--- src/ssm_consts.svh ---
// offsets, field positions, reset values and timing counts of the socket status block
`ifndef SSM_CONSTS_SVH
`define SSM_CONSTS_SVH

// register byte offsets inside the socket window
`define SSM_OFS_EVENT 5'h00
`define SSM_OFS_MASK 5'h04
`define SSM_OFS_STATE 5'h08
`define SSM_OFS_FORCE 5'h0c

// event and mask field positions
`define SSM_EV_CSTS 0
`define SSM_EV_CD1 1
`define SSM_EV_CD2 2
`define SSM_EV_PWR 3
`define SSM_EV_WIDTH 4

// present-state field positions
`define SSM_ST_CSTS 0
`define SSM_ST_CD1 1
`define SSM_ST_CD2 2
`define SSM_ST_PWR 3
`define SSM_ST_CARD_LSB 10
`define SSM_ST_SOCK_LSB 28

// force-event field positions
`define SSM_FRC_CARD_LSB 10
`define SSM_FRC_REPROBE 14
`define SSM_FRC_SOCK_LSB 29

// reset values
`define SSM_MASK_RESET 4'h0
`define SSM_EVENT_RESET 4'h0
`define SSM_SOCK_RESET 3'h1
`define SSM_CARD_RESET 4'h0
// live present-state nibble of an empty, unpowered slot
`define SSM_STATE_RESET 4'h6
`define SSM_CD_ENABLED 2'h3

// card identification time, in ns, and its length in cycles of a 100 MHz clock
`define SSM_CLK_PERIOD_NS 10
`define SSM_PROBE_TIME_NS 160
`define SSM_PROBE_CYCLES ((`SSM_PROBE_TIME_NS + `SSM_CLK_PERIOD_NS - 1) / `SSM_CLK_PERIOD_NS)

`endif

--- src/ssm_pkg.sv ---
// types shared by the socket status block
package ssm_pkg;
  // card identification sequencer states
  typedef enum logic [0:0] {
    SSM_PROBE_IDLE = 1'b0,
    SSM_PROBE_RUN = 1'b1
  } ssm_probe_state_t;

  // event or mask vector
  typedef logic [3:0] ssm_event_t;
endpackage

--- src/ssm_socket_regs.sv ---
// socket event, mask, present-state and force-event registers
// register map, byte offsets inside the socket window:
//   00 sticky event bits, write one to clear
//   04 interrupt enables, only bits 3:0 are kept
//   08 present state, read only
//   0c force event, write only, reads back zero
// force event layout:
//   3:0 set the matching event bits (lane 0)
//   13:10 set the matching card voltage bits (lane 1)
//   14 restarts card identification (lane 1)
//   31:29 replace the yy, xx and three-volt socket bits (lane 3)
// context state is the event bits, the enables, the card voltage
// bits and the socket overrides; the global reset always clears it,
// the pci reset pin only while power events are off.
// the pci reset pin is asynchronous and passes the synchroniser
// first, so its clear lands on the third edge after it rises.
// detect pins idle high; they pass the synchroniser inverted, so
// the zero held after reset reads as an empty slot and no false
// insertion or event follows reset.
// a hardware event and a software clear in one cycle leave the
// event set, so software never loses a change.
// apart from force writes and context clear, card voltage bits change only at the end of identification.
// detect level changes during identification stay hidden.
// detect enable codes 01 and 10 are treated as disabled.
// present-state bits 9:4 are not kept here and read zero.
// read data is registered: it appears one cycle after the read
// strobe and holds until the next read.
`timescale 1ns/1ps
`include "ssm_consts.svh"
module ssm_socket_regs
  import ssm_pkg::*;
#(
  parameter int PROBE_CYCLES = `SSM_PROBE_CYCLES
) (
  // clock and global reset
  input wire logic mclk,
  input wire logic rst,
  // pci reset pin and power management state
  input wire logic pciResetPin,
  input wire logic pmeEnable,
  // register port
  input wire logic [4:0] regAddr,
  input wire logic regWrite,
  input wire logic regRead,
  input wire logic [3:0] regByteEn,
  input wire logic [31:0] regWdata,
  output logic [31:0] regRdata,
  // socket pins
  input wire logic cardStatusLevelPin,
  input wire logic detectOneLevelPin,
  input wire logic detectTwoLevelPin,
  input wire logic [3:0] cardVoltSensePin,
  // same-clock inputs from power control and device control
  input wire logic socketPoweredFlag,
  input wire logic fiveVoltDisable,
  // interrupt and probe status
  output logic statusChangeInterrupt,
  output logic probeBusy
);
  // synchronised pins
  logic [7:0] pinsSync;
  logic pciResetSync;
  logic cardStatusLevel;
  logic detectOneSync;
  logic detectTwoSync;
  logic [3:0] voltSenseSync;

  // shown detect levels and card caps from the probe
  logic detectOneLevel;
  logic detectTwoLevel;
  logic [3:0] cardCaps;

  // register state
  ssm_event_t eventBits; // sticky socket events
  ssm_event_t next_eventBits;
  ssm_event_t maskBits; // interrupt enables
  ssm_event_t next_maskBits;
  logic [2:0] sockSupport; // yy, xx, three-volt support
  logic [2:0] next_sockSupport;
  ssm_event_t prevState; // present-state bits of the last cycle
  ssm_event_t next_prevState;
  logic [31:0] next_regRdata;
  logic next_statusChangeInterrupt;

  // decoded strobes
  logic contextClear;
  logic wrEvent;
  logic wrMask;
  logic wrForce;
  ssm_event_t liveState;
  ssm_event_t changed;
  logic [31:0] stateWord;
  logic socketSupportsFiveVolt;
  logic forceEvents; // force write on lane 0, sets event bits
  logic forceCard; // force write on lane 1, sets card voltage bits
  logic forceSocket; // force write on lane 3, replaces socket bits
  logic reprobe; // force write that restarts card identification
  // interrupt terms, one per enable field
  logic powerIrq; // power-cycle event enabled
  logic statusIrq; // card status event enabled
  logic detectIrq; // either detect event with the field at 11

  // address match for a register strobe
  function automatic logic hit(input logic [4:0] addr, input logic [4:0] ofs);
    hit = (addr == ofs);
  endfunction

  // pin synchronisers
  ssm_sync #(
    .WIDTH(8)
  ) u_pin_sync (
    .mclk(mclk),
    .rst(rst),
    .pinLevel({pciResetPin, cardStatusLevelPin, !detectOneLevelPin, !detectTwoLevelPin,
      cardVoltSensePin}),
    .syncLevel(pinsSync)
  );

  // bit order of the synchroniser: reset, status, detects, sense
  assign pciResetSync = pinsSync[7];
  assign cardStatusLevel = pinsSync[6];
  // detect pins travel inverted, so the reset zero means an empty slot
  assign detectOneSync = !pinsSync[5];
  assign detectTwoSync = !pinsSync[4];
  assign voltSenseSync = pinsSync[3:0];

  // context state falls to pci reset only while power events are off
  assign contextClear = pciResetSync && !pmeEnable;

  // write strobes
  assign wrEvent = regWrite && regByteEn[0] && hit(regAddr, `SSM_OFS_EVENT);
  assign wrMask = regWrite && regByteEn[0] && hit(regAddr, `SSM_OFS_MASK);
  assign wrForce = regWrite && hit(regAddr, `SSM_OFS_FORCE);

  // force register lanes
  assign forceEvents = wrForce && regByteEn[0];
  assign forceCard = wrForce && regByteEn[1];
  assign forceSocket = wrForce && regByteEn[3];
  assign reprobe = forceCard && regWdata[`SSM_FRC_REPROBE];

  // card identification sequencer
  ssm_card_probe #(
    .PROBE_CYCLES(PROBE_CYCLES)
  ) u_probe (
    .mclk(mclk),
    .rst(rst),
    .contextClear(contextClear),
    .detectOneSync(detectOneSync),
    .detectTwoSync(detectTwoSync),
    .voltSenseSync(voltSenseSync),
    .reprobe(reprobe),
    .forceCardWrite(forceCard),
    .forceCardBits(regWdata[`SSM_FRC_CARD_LSB +: 4]),
    .probeBusy(probeBusy),
    .detectOneShown(detectOneLevel),
    .detectTwoShown(detectTwoLevel),
    .cardCaps(cardCaps)
  );

  // live low nibble of the present state
  always_comb begin
    liveState = '0;
    liveState[`SSM_ST_CSTS] = cardStatusLevel;
    liveState[`SSM_ST_CD1] = detectOneLevel;
    liveState[`SSM_ST_CD2] = detectTwoLevel;
    // the power flag is same-clock logic and needs no synchroniser
    liveState[`SSM_ST_PWR] = socketPoweredFlag;
  end

  assign changed = liveState ^ prevState;
  assign socketSupportsFiveVolt = !fiveVoltDisable;

  // full present-state word, reserved fields zero
  always_comb begin
    stateWord = 32'h0000_0000;
    stateWord[`SSM_ST_SOCK_LSB +: 4] = {sockSupport, socketSupportsFiveVolt};
    stateWord[`SSM_ST_CARD_LSB +: 4] = cardCaps;
    stateWord[3:0] = liveState;
  end

  // event bits: hardware set wins over software clear
  always_comb begin
    next_eventBits = eventBits;
    // write one to clear, applied before any set
    if (wrEvent) begin
      next_eventBits = eventBits & ~regWdata[3:0];
    end
    // a change of the present state sets its bit, mask or not
    next_eventBits = next_eventBits | changed;
    // force writes set bits too
    if (forceEvents) begin
      next_eventBits = next_eventBits | regWdata[3:0];
    end
    // context clear overrides everything
    if (contextClear) begin
      next_eventBits = `SSM_EVENT_RESET;
    end
  end

  // mask bits
  always_comb begin
    next_maskBits = maskBits;
    // lane 0 write replaces all four enables
    if (wrMask) begin
      next_maskBits = regWdata[3:0];
    end
    // context clear from the pci reset pin
    if (contextClear) begin
      next_maskBits = `SSM_MASK_RESET;
    end
  end

  // socket support overrides written through force event
  always_comb begin
    next_sockSupport = sockSupport;
    // lane 3 write replaces the three override bits
    if (forceSocket) begin
      next_sockSupport = regWdata[`SSM_FRC_SOCK_LSB +: 3];
    end
    // back to three-volt support only
    if (contextClear) begin
      next_sockSupport = `SSM_SOCK_RESET;
    end
  end

  // last-cycle present state for change detection
  always_comb begin
    // the nibble of the last cycle; any difference is an event
    next_prevState = liveState;
  end

  // interrupt: any set event whose enable is on
  always_comb begin
    powerIrq = eventBits[`SSM_EV_PWR] && maskBits[`SSM_EV_PWR];
    statusIrq = eventBits[`SSM_EV_CSTS] && maskBits[`SSM_EV_CSTS];
    // one enable field covers both detect events; 01 and 10 count as off
    detectIrq = (eventBits[`SSM_EV_CD1] || eventBits[`SSM_EV_CD2]) &&
      (maskBits[2:1] == `SSM_CD_ENABLED);
    next_statusChangeInterrupt = powerIrq || statusIrq || detectIrq;
  end

  // read data mux, registered one cycle after the read strobe
  always_comb begin
    // hold the last word while no read is taken
    next_regRdata = regRdata;
    if (regRead) begin
      case (regAddr)
        `SSM_OFS_EVENT: begin
          // sticky events in the low nibble
          next_regRdata = {28'h000_0000, eventBits};
        end
        `SSM_OFS_MASK: begin
          // enables in the low nibble, reserved bits zero
          next_regRdata = {28'h000_0000, maskBits};
        end
        `SSM_OFS_STATE: begin
          // live levels, card bits and socket support
          next_regRdata = stateWord;
        end
        default: begin
          // force event is write-only; unmapped offsets read zero
          next_regRdata = 32'h0000_0000;
        end
      endcase
    end
  end

  // register event, mask, override, history and outputs
  always_ff @(posedge mclk or posedge rst) begin
    if (rst) begin
      eventBits <= `SSM_EVENT_RESET;
      maskBits <= `SSM_MASK_RESET;
      sockSupport <= `SSM_SOCK_RESET;
      prevState <= `SSM_STATE_RESET; // matches the live nibble after reset
      regRdata <= 32'h0000_0000;
      statusChangeInterrupt <= 1'b0;
    end else begin
      eventBits <= next_eventBits;
      maskBits <= next_maskBits;
      sockSupport <= next_sockSupport;
      prevState <= next_prevState;
      regRdata <= next_regRdata;
      statusChangeInterrupt <= next_statusChangeInterrupt;
    end
  end
endmodule

--- src/ssm_sync.sv ---
// two-flop synchroniser for socket pins
`timescale 1ns/1ps
module ssm_sync
  import ssm_pkg::*;
#(
  parameter int WIDTH = 1
) (
  // clock and reset
  input wire logic mclk,
  input wire logic rst,
  // pin side
  input wire logic [WIDTH-1:0] pinLevel,
  // clock side
  output logic [WIDTH-1:0] syncLevel
);
  logic [WIDTH-1:0] stageOne; // first stage, read only by the second
  logic [WIDTH-1:0] next_stageOne;
  logic [WIDTH-1:0] next_syncLevel;

  // next values of both stages
  always_comb begin
    next_stageOne = pinLevel;
    next_syncLevel = stageOne;
  end

  // register both stages
  always_ff @(posedge mclk or posedge rst) begin
    if (rst) begin
      stageOne <= '0;
      syncLevel <= '0;
    end else begin
      stageOne <= next_stageOne;
      syncLevel <= next_syncLevel;
    end
  end
endmodule

--- src/ssm_card_probe.sv ---
// card identification: freezes detect levels while probing, latches card voltage support
`timescale 1ns/1ps
`include "ssm_consts.svh"
module ssm_card_probe
  import ssm_pkg::*;
#(
  parameter int PROBE_CYCLES = `SSM_PROBE_CYCLES
) (
  // clock and reset
  input wire logic mclk,
  input wire logic rst,
  // synchronous clear of the context state
  input wire logic contextClear,
  // synchronised socket levels
  input wire logic detectOneSync,
  input wire logic detectTwoSync,
  input wire logic [3:0] voltSenseSync,
  // software requests
  input wire logic reprobe,
  input wire logic forceCardWrite,
  input wire logic [3:0] forceCardBits,
  // results
  output logic probeBusy,
  output logic detectOneShown,
  output logic detectTwoShown,
  output logic [3:0] cardCaps
);
  localparam int CW = $clog2(PROBE_CYCLES + 1);

  ssm_probe_state_t state;
  ssm_probe_state_t next_state;
  logic [CW-1:0] count; // cycles left in the probe
  logic [CW-1:0] next_count;
  logic wasPresent; // card seen present in the previous cycle
  logic next_wasPresent;
  logic next_detectOneShown;
  logic next_detectTwoShown;
  logic [3:0] next_cardCaps;
  logic present;

  assign present = !detectOneSync && !detectTwoSync;
  assign probeBusy = (state == SSM_PROBE_RUN);

  // sequencer, shown detect levels and card capability latch
  always_comb begin
    next_state = state;
    next_count = count;
    next_wasPresent = present;
    next_detectOneShown = detectOneShown;
    next_detectTwoShown = detectTwoShown;
    next_cardCaps = cardCaps;
    case (state)
      SSM_PROBE_IDLE: begin
        // detect levels follow the pins outside a probe
        next_detectOneShown = detectOneSync;
        next_detectTwoShown = detectTwoSync;
        if ((present && !wasPresent) || reprobe) begin
          next_state = SSM_PROBE_RUN;
          next_count = CW'(PROBE_CYCLES);
        end
      end
      SSM_PROBE_RUN: begin
        // detect changes during the probe stay hidden
        next_count = count - CW'(1);
        if (count == CW'(1)) begin
          next_state = SSM_PROBE_IDLE;
          next_cardCaps = present ? voltSenseSync : `SSM_CARD_RESET;
          next_detectOneShown = detectOneSync;
          next_detectTwoShown = detectTwoSync;
        end
      end
      default: begin
        next_state = SSM_PROBE_IDLE;
      end
    endcase
    // software force sets card support bits
    if (forceCardWrite) begin
      next_cardCaps = next_cardCaps | forceCardBits;
    end
    if (contextClear) begin
      next_cardCaps = `SSM_CARD_RESET;
    end
  end

  // register the sequencer
  always_ff @(posedge mclk or posedge rst) begin
    if (rst) begin
      state <= SSM_PROBE_IDLE;
      count <= '0;
      wasPresent <= 1'b0;
      detectOneShown <= 1'b1;
      detectTwoShown <= 1'b1;
      cardCaps <= `SSM_CARD_RESET;
    end else begin
      state <= next_state;
      count <= next_count;
      wasPresent <= next_wasPresent;
      detectOneShown <= next_detectOneShown;
      detectTwoShown <= next_detectTwoShown;
      cardCaps <= next_cardCaps;
    end
  end
endmodule

--- config.mk ---
export PLATFORM = sky130hd
export DESIGN_NAME = ssm_socket_regs
export DESIGN_NICKNAME = d
export VERILOG_FILES = /design/src/ssm_pkg.sv /design/src/ssm_socket_regs.sv /design/src/ssm_sync.sv /design/src/ssm_card_probe.sv
export VERILOG_INCLUDE_DIRS = /design/src /design/src/src
export SDC_FILE = /design/constraint.sdc
export NUM_CORES = 1
export LEC_CHECK = 0
export BUFFER_PORTS_ARGS = -buffer_cell sky130_fd_sc_hd__buf_2
export CAP_MARGIN = 20
export CELL_PAD_IN_SITES_DETAIL_PLACEMENT = 1
export CELL_PAD_IN_SITES_GLOBAL_PLACEMENT = 2
export CORE_ASPECT_RATIO = 0.5
export CORE_MARGIN = 5
export CORE_UTILIZATION = 27
export DETAILED_ROUTE_END_ITERATION = 8
export PLACE_DENSITY = 0.74
export SKIP_LAST_GASP = 1
export SYNTH_ARGS = -nofsm -noshare
export SYNTH_HDL_FRONTEND = slang
export SYNTH_SLANG_ARGS = --single-unit
--- constraint.sdc ---
create_clock -name mclk -period 1.6 [get_ports mclk]
set_input_delay 0.24 -clock mclk [delete_from_list [all_inputs] [get_ports mclk]]
set_output_delay 0.24 -clock mclk [all_outputs]
set_load 0.05 [all_outputs]
## Word level (Yosys, flattened, before mapping)

Index checks and enable logic that the tools add are counted.

| storage, ports and cells | value |
|---|---|
| output and inout port bits | 34 |
| bits in registers | 77 |
| input bits | 56 |
| word-level logic and storage cells | 79 |

| cells by class | value |
|---|---|
| bitwise operators | 7 |
| equal/unequal tests | 7 |
| $add $sub $neg | 1 |
| muxes and demuxes | 22 |
| reduce and logical (&&, ||, !) cells | 28 |

Operators by type and width:

| cell | count |
|---|---|
| case mux 32 bit (3 select lines) | 1 |
| two-way mux 4 bit | 10 |
| logical AND 1 bit | 14 |
| bitwise OR 4 bit | 3 |
| equality test 5 x 4 -> 1 bit (second input constant) | 2 |
| case mux 5 bit (2 select lines) | 1 |
| zero test 1 bit | 7 |
| two-way mux 3 bit | 2 |
| case mux 1 bit (2 select lines) | 3 |
| equality test 5 x 1 -> 1 bit (second input constant) | 1 |
| equality test 5 x 3 -> 1 bit (second input constant) | 1 |
| zero test 5 bit | 1 |
| two-way mux 5 bit | 1 |
| subtractor 5 x 1 -> 5 bit (second input constant) | 1 |
| AND 4 bit | 1 |
| logical OR 1 bit | 4 |
| two-way mux 1 bit | 4 |
| inverter 4 bit | 1 |
| nonzero test 2 bit | 2 |
| XOR 4 bit | 1 |
| equality test 2 bit (second input constant) | 1 |
| inequality test 2 x 1 -> 1 bit (second input constant) | 1 |
| inequality test 2 bit (second input constant) | 1 |
| inverter 1 bit | 1 |

## Longest topological paths before layout

Gate-level depths: netlist of run 1.

| logic depth | value |
|---|---|
| word-level depth | 7 |
| gate-level depth with buffers | 6 |

## Cells and area by module

Synthesis of run 1 repeated with hierarchy kept, for this count alone.

| unflattened totals | value |
|---|---|
| cell total of the unflattened synthesis | 216 |
| area total of the unflattened synthesis | 2,497.4 um^2 |

Modules (own cells, without submodules):

| module | times used | area an instance (um^2) | cells an instance |
|---|---|---|---|
| ssm_socket_regs | 1 | 1,461.4 | 140 |
| ssm_card_probe | 1 | 631.9 | 59 |
| ssm_sync | 1 | 404.1 | 17 |

## Worst setup path before layout of run 1

Ideal clock, no wire load.

| path | value |
|---|---|
| path kind | register -> register |
| from | register u_probe.state (netlist: u_probe.probeBusy) |
| to | register u_probe.count[4] |
| period minus slack after synthesis | 1.381 ns |
| arrival time | 1.260 ns |
| setup slack | 0.219 ns |
| required time | 1.479 ns |
| cell stages (with the launch flop) | 4 |
| setup time | 0.121 ns |
| path through | dfrtp_1 a311oi_2 a21oi_1 o22a_1 |

| between the ends | value |
|---|---|
| longest elaborated chain between the ends | 2 |
| elaborated cells between the ends (all ways) | 3 |
| classes of those cells | eq/ne: 1; mux: 1; bitwise: 1 |

Ends and longest elaborated chain:

| item | RTL line | source |
|---|---|---|
| start, declared | ssm_card_probe.sv:30 | `ssm_probe_state_t state;` |
| start signal, assigned | ssm_card_probe.sv:95 | `state <= next_state;` |
| inverter 1 bit | ssm_card_probe.sv:52 | `case (state)` |
| case mux 5 bit (2 select lines) or inequality test 2 x 1 -> 1 bit (tied branches) | -- |  |
| end signal, assigned | ssm_card_probe.sv:96 | `count <= next_count;` |
| end, declared | ssm_card_probe.sv:32 | `logic [CW-1:0] count;` |

Several ways; a longest one is shown, not always the timed one.
A chain may end at the register's enable or synchronous reset.

## Worst setup path after layout of run 1

| path | value |
|---|---|
| from | register u_pin_sync.syncLevel[4] |
| to | register u_probe.count[4] |

| between the ends | value |
|---|---|
| longest elaborated chain between the ends | 4 |

Ends and longest elaborated chain:

| item | RTL line | source |
|---|---|---|
| start, declared | ssm_sync.sv:14 | `output logic [WIDTH-1:0] syncLevel` |
| start signal, assigned | ssm_sync.sv:33 | `syncLevel <= next_syncLevel;` |
| logical AND 1 bit | ssm_card_probe.sv:41 | `assign present = !detectOneSync && !detectTwoSync;` |
| logical AND 1 bit | ssm_card_probe.sv:57 | `if ((present && !wasPresent) \|\| reprobe) begin` |
| logical OR 1 bit | ssm_card_probe.sv:57 |  |
| inequality test 2 x 1 -> 1 bit (no source line) | -- |  |

Every way passes these cells.

==> metrics.yaml, run 1 <==
dr.pass1.iters: 4
synth.top_cell.area_share_pct: 52.6
place_congestion: 0.706
portBuffers: 48
status: "finished, final reports clean"
synth_cell_types: 34
finalMaxSlewViolations: 0
post_cts_buffers: 0
overflow: 0
hold_viol: 0
p_leak_nw: 1.45
cp_max_fo: 6
core_mm2: 0.00883
syn_inst: 226
clk-insertion-delay-late_ns: 0.32
drc: 0
cts_buffer_depth: 2
antenna_found_initial: 0
fin_nets: 344
wirelength_um: 5940
avgViaCountPerCell: 4.32
p_total_mw: 4.43
die_h_um: 77.7
min_period_over_period_pct: 91.1
synth.avg_cell_area_um2: 10.9
clock-sinks: 57
required_ns: 1.81
crit_type: "flip-flop to flip-flop"
final_cell_mix: "dfrtp_1, buf_2, nand2_1, conb_1, nand3_1"
post-place-ws_ns: 0.0235
drive_gt1_share_pct: 28.2
die-area_mm2: 0.0113
end_kind: "flip-flop"
grt_pass1_vias: 1926
tns_ns: 0
ant_nets: 0
rsz0062_at_grt: "no"
arrival_ns: 1.67
synth-seq-area-share_pct: 57.9
antenna-diode-count: 0
synth_seq_cells: 57
clk_pin_slew_ns: 0.05
yosysTopAreaCell: "dfrtp_1"
dr_total_vias: 1764
routedWlPerCell_um: 14.5
cts_made_buffers: 9
pin_count: 90
final_common_cell: "dfrtp_1"
fin_ws_ns: 0.143
grt_pass1_wl_um: 9900
worst_pin_slew_ns: 0.590
setup-violations-final: 0
period_needed_ns: 1.46
finalClockSkew_ns: 0.00737
cts_max_level: 3
grt_max_degree: 58
clockRootBuffer: "clkbuf_16"
drtIter0Drc: 48
area_growth_pct: 26.3
maxCapViolCount: 0
initial_core_util_pct: 28.0
vdd_drop_max_v: 0.000650
place_hpwl_um: 4310
die_w_um: 145
synth.top_cells.by_area: "dfrtp_1, buf_4, dfstp_2, nand3_1, nand2_1"
cts_tree: "yes"
syn_area_mm2: 0.00247
p_per_area_mw_per_mm2: 1420
yosysWarnings: 0
rows: 24
start_kind: "flip-flop"
max_clock_freq_mhz: 686
slew-limit-headroom_pct: 60.6
grtUsageTotal_pct: 11.1
hold_class: "input pin to flip-flop"
==> cell type report <==
cell class	count	area [µm²]
clock buffer	9	225
multi-input combinational	146	873
sequential	57	1430
inverter	17	67.6
tap	117	146
fill	1008	5700
timing repair buffer	55	308
clock inverter	7	71.3
==> what timing repair did <==
item,in CTS,in global routing
hold endpoints to repair,9,0
resized for setup,0,1
endpoints found under the setup margin,0,7
hold buffers,1,0
==> report_power, final <==
part / switching, mW / internal (mW)
clock: 0.665 / 1.20
combinational: 0.426 / 0.291
sequential: 0.177 / 1.67
total: 1.27 / 3.16
==> cells by family after synthesis <==
family,share of synthesized area [%]
AND/OR/NAND/NOR,17.2
flip-flops,57.9
buffers and inverters,9.91
AO/OA/AOI/OAI,8.40
multiplexers,3.24
XOR/XNOR,2.12
adder cells (fa/ha/maj),1.01
other,0.152
==> path summary, 6_finish.rpt <==
kind / startpoint / slack (ns) / cells after the start / endpoint
worst max-delay path: u_pin_sync.syncLevel[4] / 0.14 / 4 / u_probe.count[4]
worst min-delay path: cardVoltSensePin[1] / 0.02 / 1 / u_pin_sync.next_syncLevel[1]
worst max register to register: u_pin_sync.syncLevel[4] / 0.14 / 4 / u_probe.count[4]
worst min register to register: u_pin_sync.next_syncLevel[0] / 0.35 / 0 / u_pin_sync.syncLevel[0]
max in group asynchronous: rst / 0.75 / 4 / u_probe.detectOneShown
min in group asynchronous: rst / 0.54 / 4 / u_pin_sync.syncLevel[3]
==> cell usage after synthesis (all sizes together) <==
library cell / count
and4: 3
o211ai: 1
o22ai: 1
nor2b: 3
and3b: 1
nor2: 9
a22oi: 1
nor4b: 2
a32o: 4
a21oi: 6
o22a: 1
inv: 17
ha: 2
buf: 24
nor3: 3
nand4bb: 1
nor4: 1
nand3: 19
o21ai: 15
dfstp: 5
xnor2: 6
mux2i: 8
nand2b: 6
conb: 1
and4b: 1
a311oi: 1
dfrtp: 52
o221ai: 2
and2: 5
clkbuf: 1
nand2: 24
==> state kept, by name, summed over array words and instances, names as in the netlist, 3 cells and up <==
name / count
prevState: 4
sockSupport: 3
regRdata: 12
u_probe.cardCaps: 4
u_pin_sync.syncLevel: 8
u_probe.count: 5
eventBits: 4
maskBits: 4
u_pin_sync.next_syncLevel: 8
==> per-layer routing <==
| metal | share of wire [%] | track usage (%) | vias up |
|---|---|---|---|
| li1 | - | - | 847 |
| met1 | 45 | 13.4 | 869 |
| met2 | 50 | 18.4 | 41 |
| met3 | 4.5 | 3.78 | 7 |
| met4 | 1.2 | 4.47 | 0 |
| met5 | 0 | 0 | - |
==> critical path, cell delays in order, from the launching register on <==
cell	delay, ns
dfrtp_1	0.38
and3b_1	0.19
a311oi_2	0.48
a21oi_1	0.09
o22a_1	0.20
==> through the flow <==
stage / std cells / util, % / area [µm²] / hold slack (ns)
after floorplan: 245 / - / 2550 / 0.271
after global placement: 391 / 31.8 / 2810 / 0.335
after detailed placement: 391 / 31.8 / 2810 / 0.336
after CTS: 408 / 35.3 / 3120 / 0.00964
after global routing: 408 / 35.4 / 3120 / 0.00102
final: 408 / 35.4 / 3120 / 0.0201
No activity file was read; power rests on OpenSTA's default activity.
==> run 2: changes to the inputs <==
CORE_ASPECT_RATIO = 1.4   (was 0.5)
==> metrics.yaml, run 2 (same netlist as run 1, synthesis figures left out) <==
status: "finished, final reports clean"
min_period_over_period_pct: 91.2  # +0.18 points
antenna_found_initial: 0  # unchanged
core_mm2: 0.00898  # +1.7%
overflow: 0  # unchanged
setup-violations-final: 0  # unchanged
cts_tree: "yes"
vdd_drop_max_v: 0.000645  # -0.82%
crit_chain: "and3b_1, a311oi_2, a21oi_1, o22a_1"
finalClockSkew_ns: 0.00482  # -0.00255 ns
final_common_cell: "dfrtp_1"
clk-insertion-delay-late_ns: 0.32  # about the same
hold_class: "input pin to flip-flop"
drtIter0Drc: 28  # -42%
worst_path_max_delay_cell: "a311oi_2"
dr.pass1.iters: 3  # -1
wirelength_um: 6000  # +1.1%
cts_max_level: 3  # unchanged
pin_count: 90  # unchanged
initial_core_util_pct: 27.6  # -0.46 points
top_register: "regRdata"
portBuffers: 48  # unchanged
p_total_mw: 4.31  # -2.6%
post_cts_buffers: 0  # unchanged
largest_reg_flops: 12  # unchanged
max_clock_freq_mhz: 685  # -0.20%
clockRootBuffer: "clkbuf_16"
finalMaxSlewViolations: 0  # unchanged
ant_nets: 0  # unchanged
final_cell_mix: "dfrtp_1, buf_2, nand2_1, conb_1, nand3_1"
required_ns: 1.81  # about the same
routedWlPerCell_um: 15.0  # +2.8%
rows: 41  # +71%
avgViaCountPerCell: 4.43  # +2.5%
end_kind: "flip-flop"
die-area_mm2: 0.0112  # -0.79%
max_stage_delay_ns: 0.47  # about the same
clk_pin_slew_ns: 0.05  # about the same
fin_nets: 347  # +0.87%
die_h_um: 123  # +59%
grtUsageTotal_pct: 11.6  # +0.50 points
period_needed_ns: 1.46  # +0.00290 ns
dr_total_vias: 1777  # +0.74%
die_w_um: 90.9  # -37%
p_per_area_mw_per_mm2: 1380  # -2.5%
rsz0062_at_grt: "no"
arrival_ns: 1.67  # about the same
tns_ns: 0  # unchanged
cts_buffer_depth: 2  # unchanged
maxCapViolCount: 0  # unchanged
clock-sinks: 57  # unchanged
place_hpwl_um: 4470  # +3.6%
grt_pass1_wl_um: 9740  # -1.7%
cp_max_fo: 6  # unchanged
drc: 0  # unchanged
crit_type: "flip-flop to flip-flop"
p_leak_nw: 1.46  # +0.87%
grt_pass1_vias: 1943  # +0.88%
area_growth_pct: 26.2  # about the same
hold_viol: 0  # unchanged
antenna-diode-count: 0  # unchanged
start_kind: "flip-flop"
place_congestion: 0.752  # +6.5%
cts_made_buffers: 9  # unchanged
grt_max_degree: 25  # -57%
drive_gt1_share_pct: 27.2  # -0.97 points
run 2: cell types whose count changed in the layout (fill, tap and decap cells not counted):
cell / previous run / this run
clkbuf_8: 0 / 2
buf_12: 1 / 2
clkbuf_1: 0 / 5
clkinv_2: 2 / 0
buf_4: 5 / 7
clkinv_4: 1 / 0
bufinv_16: 1 / 0
clkinvlp_4: 4 / 1
run 2: worst paths after layout:
path	from	to	slack (ns)	cells after the start
max reg2reg	u_pin_sync.syncLevel[4]	u_probe.count[4]	0.14	4
min in group asynchronous	rst	u_pin_sync.syncLevel[4]	0.48	3
max	u_pin_sync.syncLevel[4]	u_probe.count[4]	0.14	4
min reg2reg	u_pin_sync.next_syncLevel[0]	u_pin_sync.syncLevel[0]	0.34	0
max in group asynchronous	rst	regRdata[11]	0.67	4
min	cardVoltSensePin[1]	u_pin_sync.next_syncLevel[1]	0.02	1
run 2: per-stage QoR:
step                      instances  setup slack, ns  cell area [µm²]  hold slack, ns  util (%)
after floorplan                 245            0.219             2550           0.271         -
after global placement          384           0.0881             2830           0.273      31.6
after detailed placement        384           0.0796             2830           0.280      31.6
after CTS                       401           0.0823             3120         0.00630      34.7
after global routing            401           0.0147             3120         0.00905      34.8
final                           401            0.140             3120          0.0190      34.8
run 2: metal layers:
| metal | track usage (%) | vias up | routed length, µm |
|---|---|---|---|
| li1 | - | 850 | - |
| met1 | 12.1 | 868 | 2330 |
| met2 | 20.5 | 48 | 3210 |
| met3 | 3.16 | 11 | 276 |
| met4 | 7.25 | 0 | 175 |
| met5 | 0 | - | 0 |
run 2: timing repair:
| item | CTS | global route |
|---|---|---|
| gates resized for setup | 0 | 1 |
| setup endpoints to repair | 0 | 4 |
| hold buffers | 1 | 0 |
| endpoints found under the hold margin | 10 | 0 |
run 2: power by group:
| part | leakage, nW | internal [mW] | switching, mW |
|---|---|---|---|
| clock | 0.131 | 1.13 | 0.599 |
| combinational | 0.624 | 0.305 | 0.442 |
| sequential | 0.708 | 1.67 | 0.165 |
run 2: critical path: cells and delay by family, from the launching register on:
family             cells  cell delay, ns
DFF                    1            0.38
AOI/OAI and AO/OA      3            0.76
and+or+nand+nor        1            0.20
run 2: layout make-up:
type	count	area, µm²
fillers	1000	5860
flip-flops and latches	57	1430
multi-input cells	146	873
repair buffers	58	343
clock buffers	16	272
well taps	107	134
inverters	17	67.6
==> run 3: changes to the inputs <==
==> constraint.sdc (replaced) <==
create_clock -name mclk -period 1.6 [get_ports mclk]
set_input_delay 0.16 -clock mclk [delete_from_list [all_inputs] [get_ports mclk]]
set_output_delay 0.16 -clock mclk [all_outputs]
set_load 0.05 [all_outputs]
==> metrics.yaml, run 3 (same netlist as run 1, synthesis figures left out) <==
switching_share_pct: 28.3  # +0.35 points
dp_cells: 381  # -0.78%
die-area_mm2: 0.0112  # unchanged
multi_input_area_um2: 885  # +1.3%
place_congestion: 0.737  # -2.0%
die_w_um: 90.9  # unchanged
crit_path_start: "u_probe.count[0]"
pin_count: 90  # unchanged
initial_core_util_pct: 27.6  # unchanged
finalClockSkew_ns: 0.00567  # +0.000848 ns
grtUsageTotal_pct: 11.6  # -0.017 points
crit_type: "flip-flop to flip-flop"
p_leak_nw: 1.50  # +2.5%
required_ns: 1.80  # about the same
end_kind: "flip-flop"
cts_max_level: 3  # unchanged
power.share.sequential_pct: 42.7  # about the same
final_cells: 408  # +1.7%
largest_reg_flops: 12  # unchanged
clockRootBuffer: "clkbuf_16"
clock-sinks: 57  # unchanged
clk_pin_slew_ns: 0.05  # about the same
slew-limit-headroom_pct: 62.8
setup-violations-final: 0  # unchanged
fin_nets: 354  # +2.0%
status: "finished, final reports clean"
p_per_area_mw_per_mm2: 1350  # -2.1%
final_cell_mix: "dfrtp_1, buf_2, nand2_1, conb_1, nand3_1"
portBuffers: 48  # unchanged
dr.pass1.iters: 3  # unchanged
routedWlPerCell_um: 14.6  # -2.2%
rsz0062_at_grt: "no"
ff_latch_area_mm2: 0.00143  # unchanged
overflow: 0  # unchanged
clkPwrFrac_pct: 40.3  # +0.2 points
ant_nets: 0  # unchanged
period_needed_ns: 1.43  # -0.0284 ns
place_hpwl_um: 4220  # -5.6%
cts_buffer_depth: 2  # unchanged
finalMaxSlewViolations: 0  # unchanged
hold_depth: 3  # +2
comb_power_share_pct: 17.0  # -0.3 points
grt_pass1_vias: 1961  # +0.93%
grt_max_degree: 58  # +130%
dr_total_vias: 1809  # +1.8%
cp_max_fo: 5  # -1
rows: 41  # unchanged
use_met2_pct: 20.7  # +0.27 points
tns_ns: 0  # unchanged
gr-usage-met3_pct: 2.80  # -0.37 points
use_met1_pct: 11.8  # -0.36 points
antenna-diode-count: 0  # unchanged
antenna_found_initial: 0  # unchanged
worstHoldStart: "regWdata[10]"
grt_pass1_wl_um: 9700  # -0.35%
max_clock_freq_mhz: 699  # +2.0%
rr_worst_depth: 6  # +2
arrival_ns: 1.63  # -0.04 ns
die_h_um: 123  # unchanged
drc: 0  # unchanged
wirelength_um: 5970  # -0.50%
cts_made_buffers: 9  # unchanged
grt-busiest-layer: "met2"
core_mm2: 0.00898  # unchanged
maxCapViolCount: 0  # unchanged
timing.rr.start: "u_probe.count[0]"
start_kind: "flip-flop"
min_period_over_period_pct: 89.5  # -1.8 points
top_register: "regRdata"
clk-insertion-delay-late_ns: 0.33  # about the same
area_growth_pct: 29.3
vdd_drop_max_v: 0.000594  # -7.9%
r2r_slack_ns: 0.17  # +0.03 ns
hold_viol: 0  # unchanged
avgViaCountPerCell: 4.43  # about the same
power.switching_mw: 1.22  # +1.6%
fillers: 1017  # +1.7%
final_common_cell: "dfrtp_1"
hold_class: "input pin to flip-flop"
post-route-util_pct: 35.6  # +0.85 points
cts_tree: "yes"
drtIter0Drc: 53  # +89%
worst_pin_slew_ns: 0.557
drive_gt1_share_pct: 26.6  # -0.63 points
internal-power_mw: 3.10  # -0.20%
run 3: what timing repair did:
| item | in CTS | in global routing |
|---|---|---|
| endpoints found under the setup margin | 0 | 7 |
| hold endpoints to repair | 62 | 0 |
| setup buffers | 0 | 0 |
| gates resized for setup | 0 | 2 |
| hold buffers | 11 | 0 |
run 3: metrics by stage:
stage / hold slack (ns) / power (mW) / instance area [µm²] / setup slack (ns)
2_1_floorplan: 0.191 / 2.40 / 2540 / 0.0486
3_3_place_gp: 0.239 / 2.54 / 2800 / 0.147
3_5_place_dp: 0.262 / 2.58 / 2800 / 0.0933
4_1_cts: 0.0408 / 4.38 / 3180 / 0.0654
5_1_grt: 0.0564 / 4.56 / 3200 / 0.0446
6_report: 0.0497 / 4.33 / 3200 / 0.168
run 3: worst paths after layout:
path | end
worst max-delay path | u_probe.cardCaps[1]
worst min-delay path | u_probe.cardCaps[0]
worst max register to register | u_probe.cardCaps[1]
worst min register to register | u_pin_sync.syncLevel[6]
max in group asynchronous | prevState[2]
min in group asynchronous | u_pin_sync.next_syncLevel[1]
run 3: layout make-up:
| class | instances | share of cell area (%) |
|---|---|---|
| flip-flops and latches | 57 | 44.8 |
| multi-input cells | 146 | 27.7 |
| repair buffers | 65 | 12.8 |
| clock buffers | 13 | 8.14 |
| well taps | 107 | 4.19 |
| inverters | 17 | 2.00 |
| clock inverters | 3 | 0.469 |
run 3: power by group through the flow:
| stage | logic, mW | clock network [mW] | registers, mW |
|---|---|---|---|
| 6_report | 0.737 | 1.74 | 1.85 |
| 4_1_cts | 0.742 | 1.80 | 1.84 |
| 3_3_place_gp | 0.692 | 0 | 1.85 |
| 2_1_floorplan | 0.549 | 0 | 1.85 |
| 5_1_grt | 0.819 | 1.86 | 1.88 |
| 3_5_place_dp | 0.716 | 0 | 1.86 |
run 3: worst max-delay path, stage by stage, from the launching register on:
cell,delay (ns)
dfrtp_1,0.42
ha_1,0.21
nor4b_2,0.15
buf_4,0.14
and2_1,0.20
nand3_1,0.10
nand3_1,0.09
run 3: layer usage:
layer  vias to the layer above  wire length (µm)
li1                        861                 -
met1                       893              2280
met2                        45              3230
met3                        10               260
met4                         0               195
met5                         -                 0
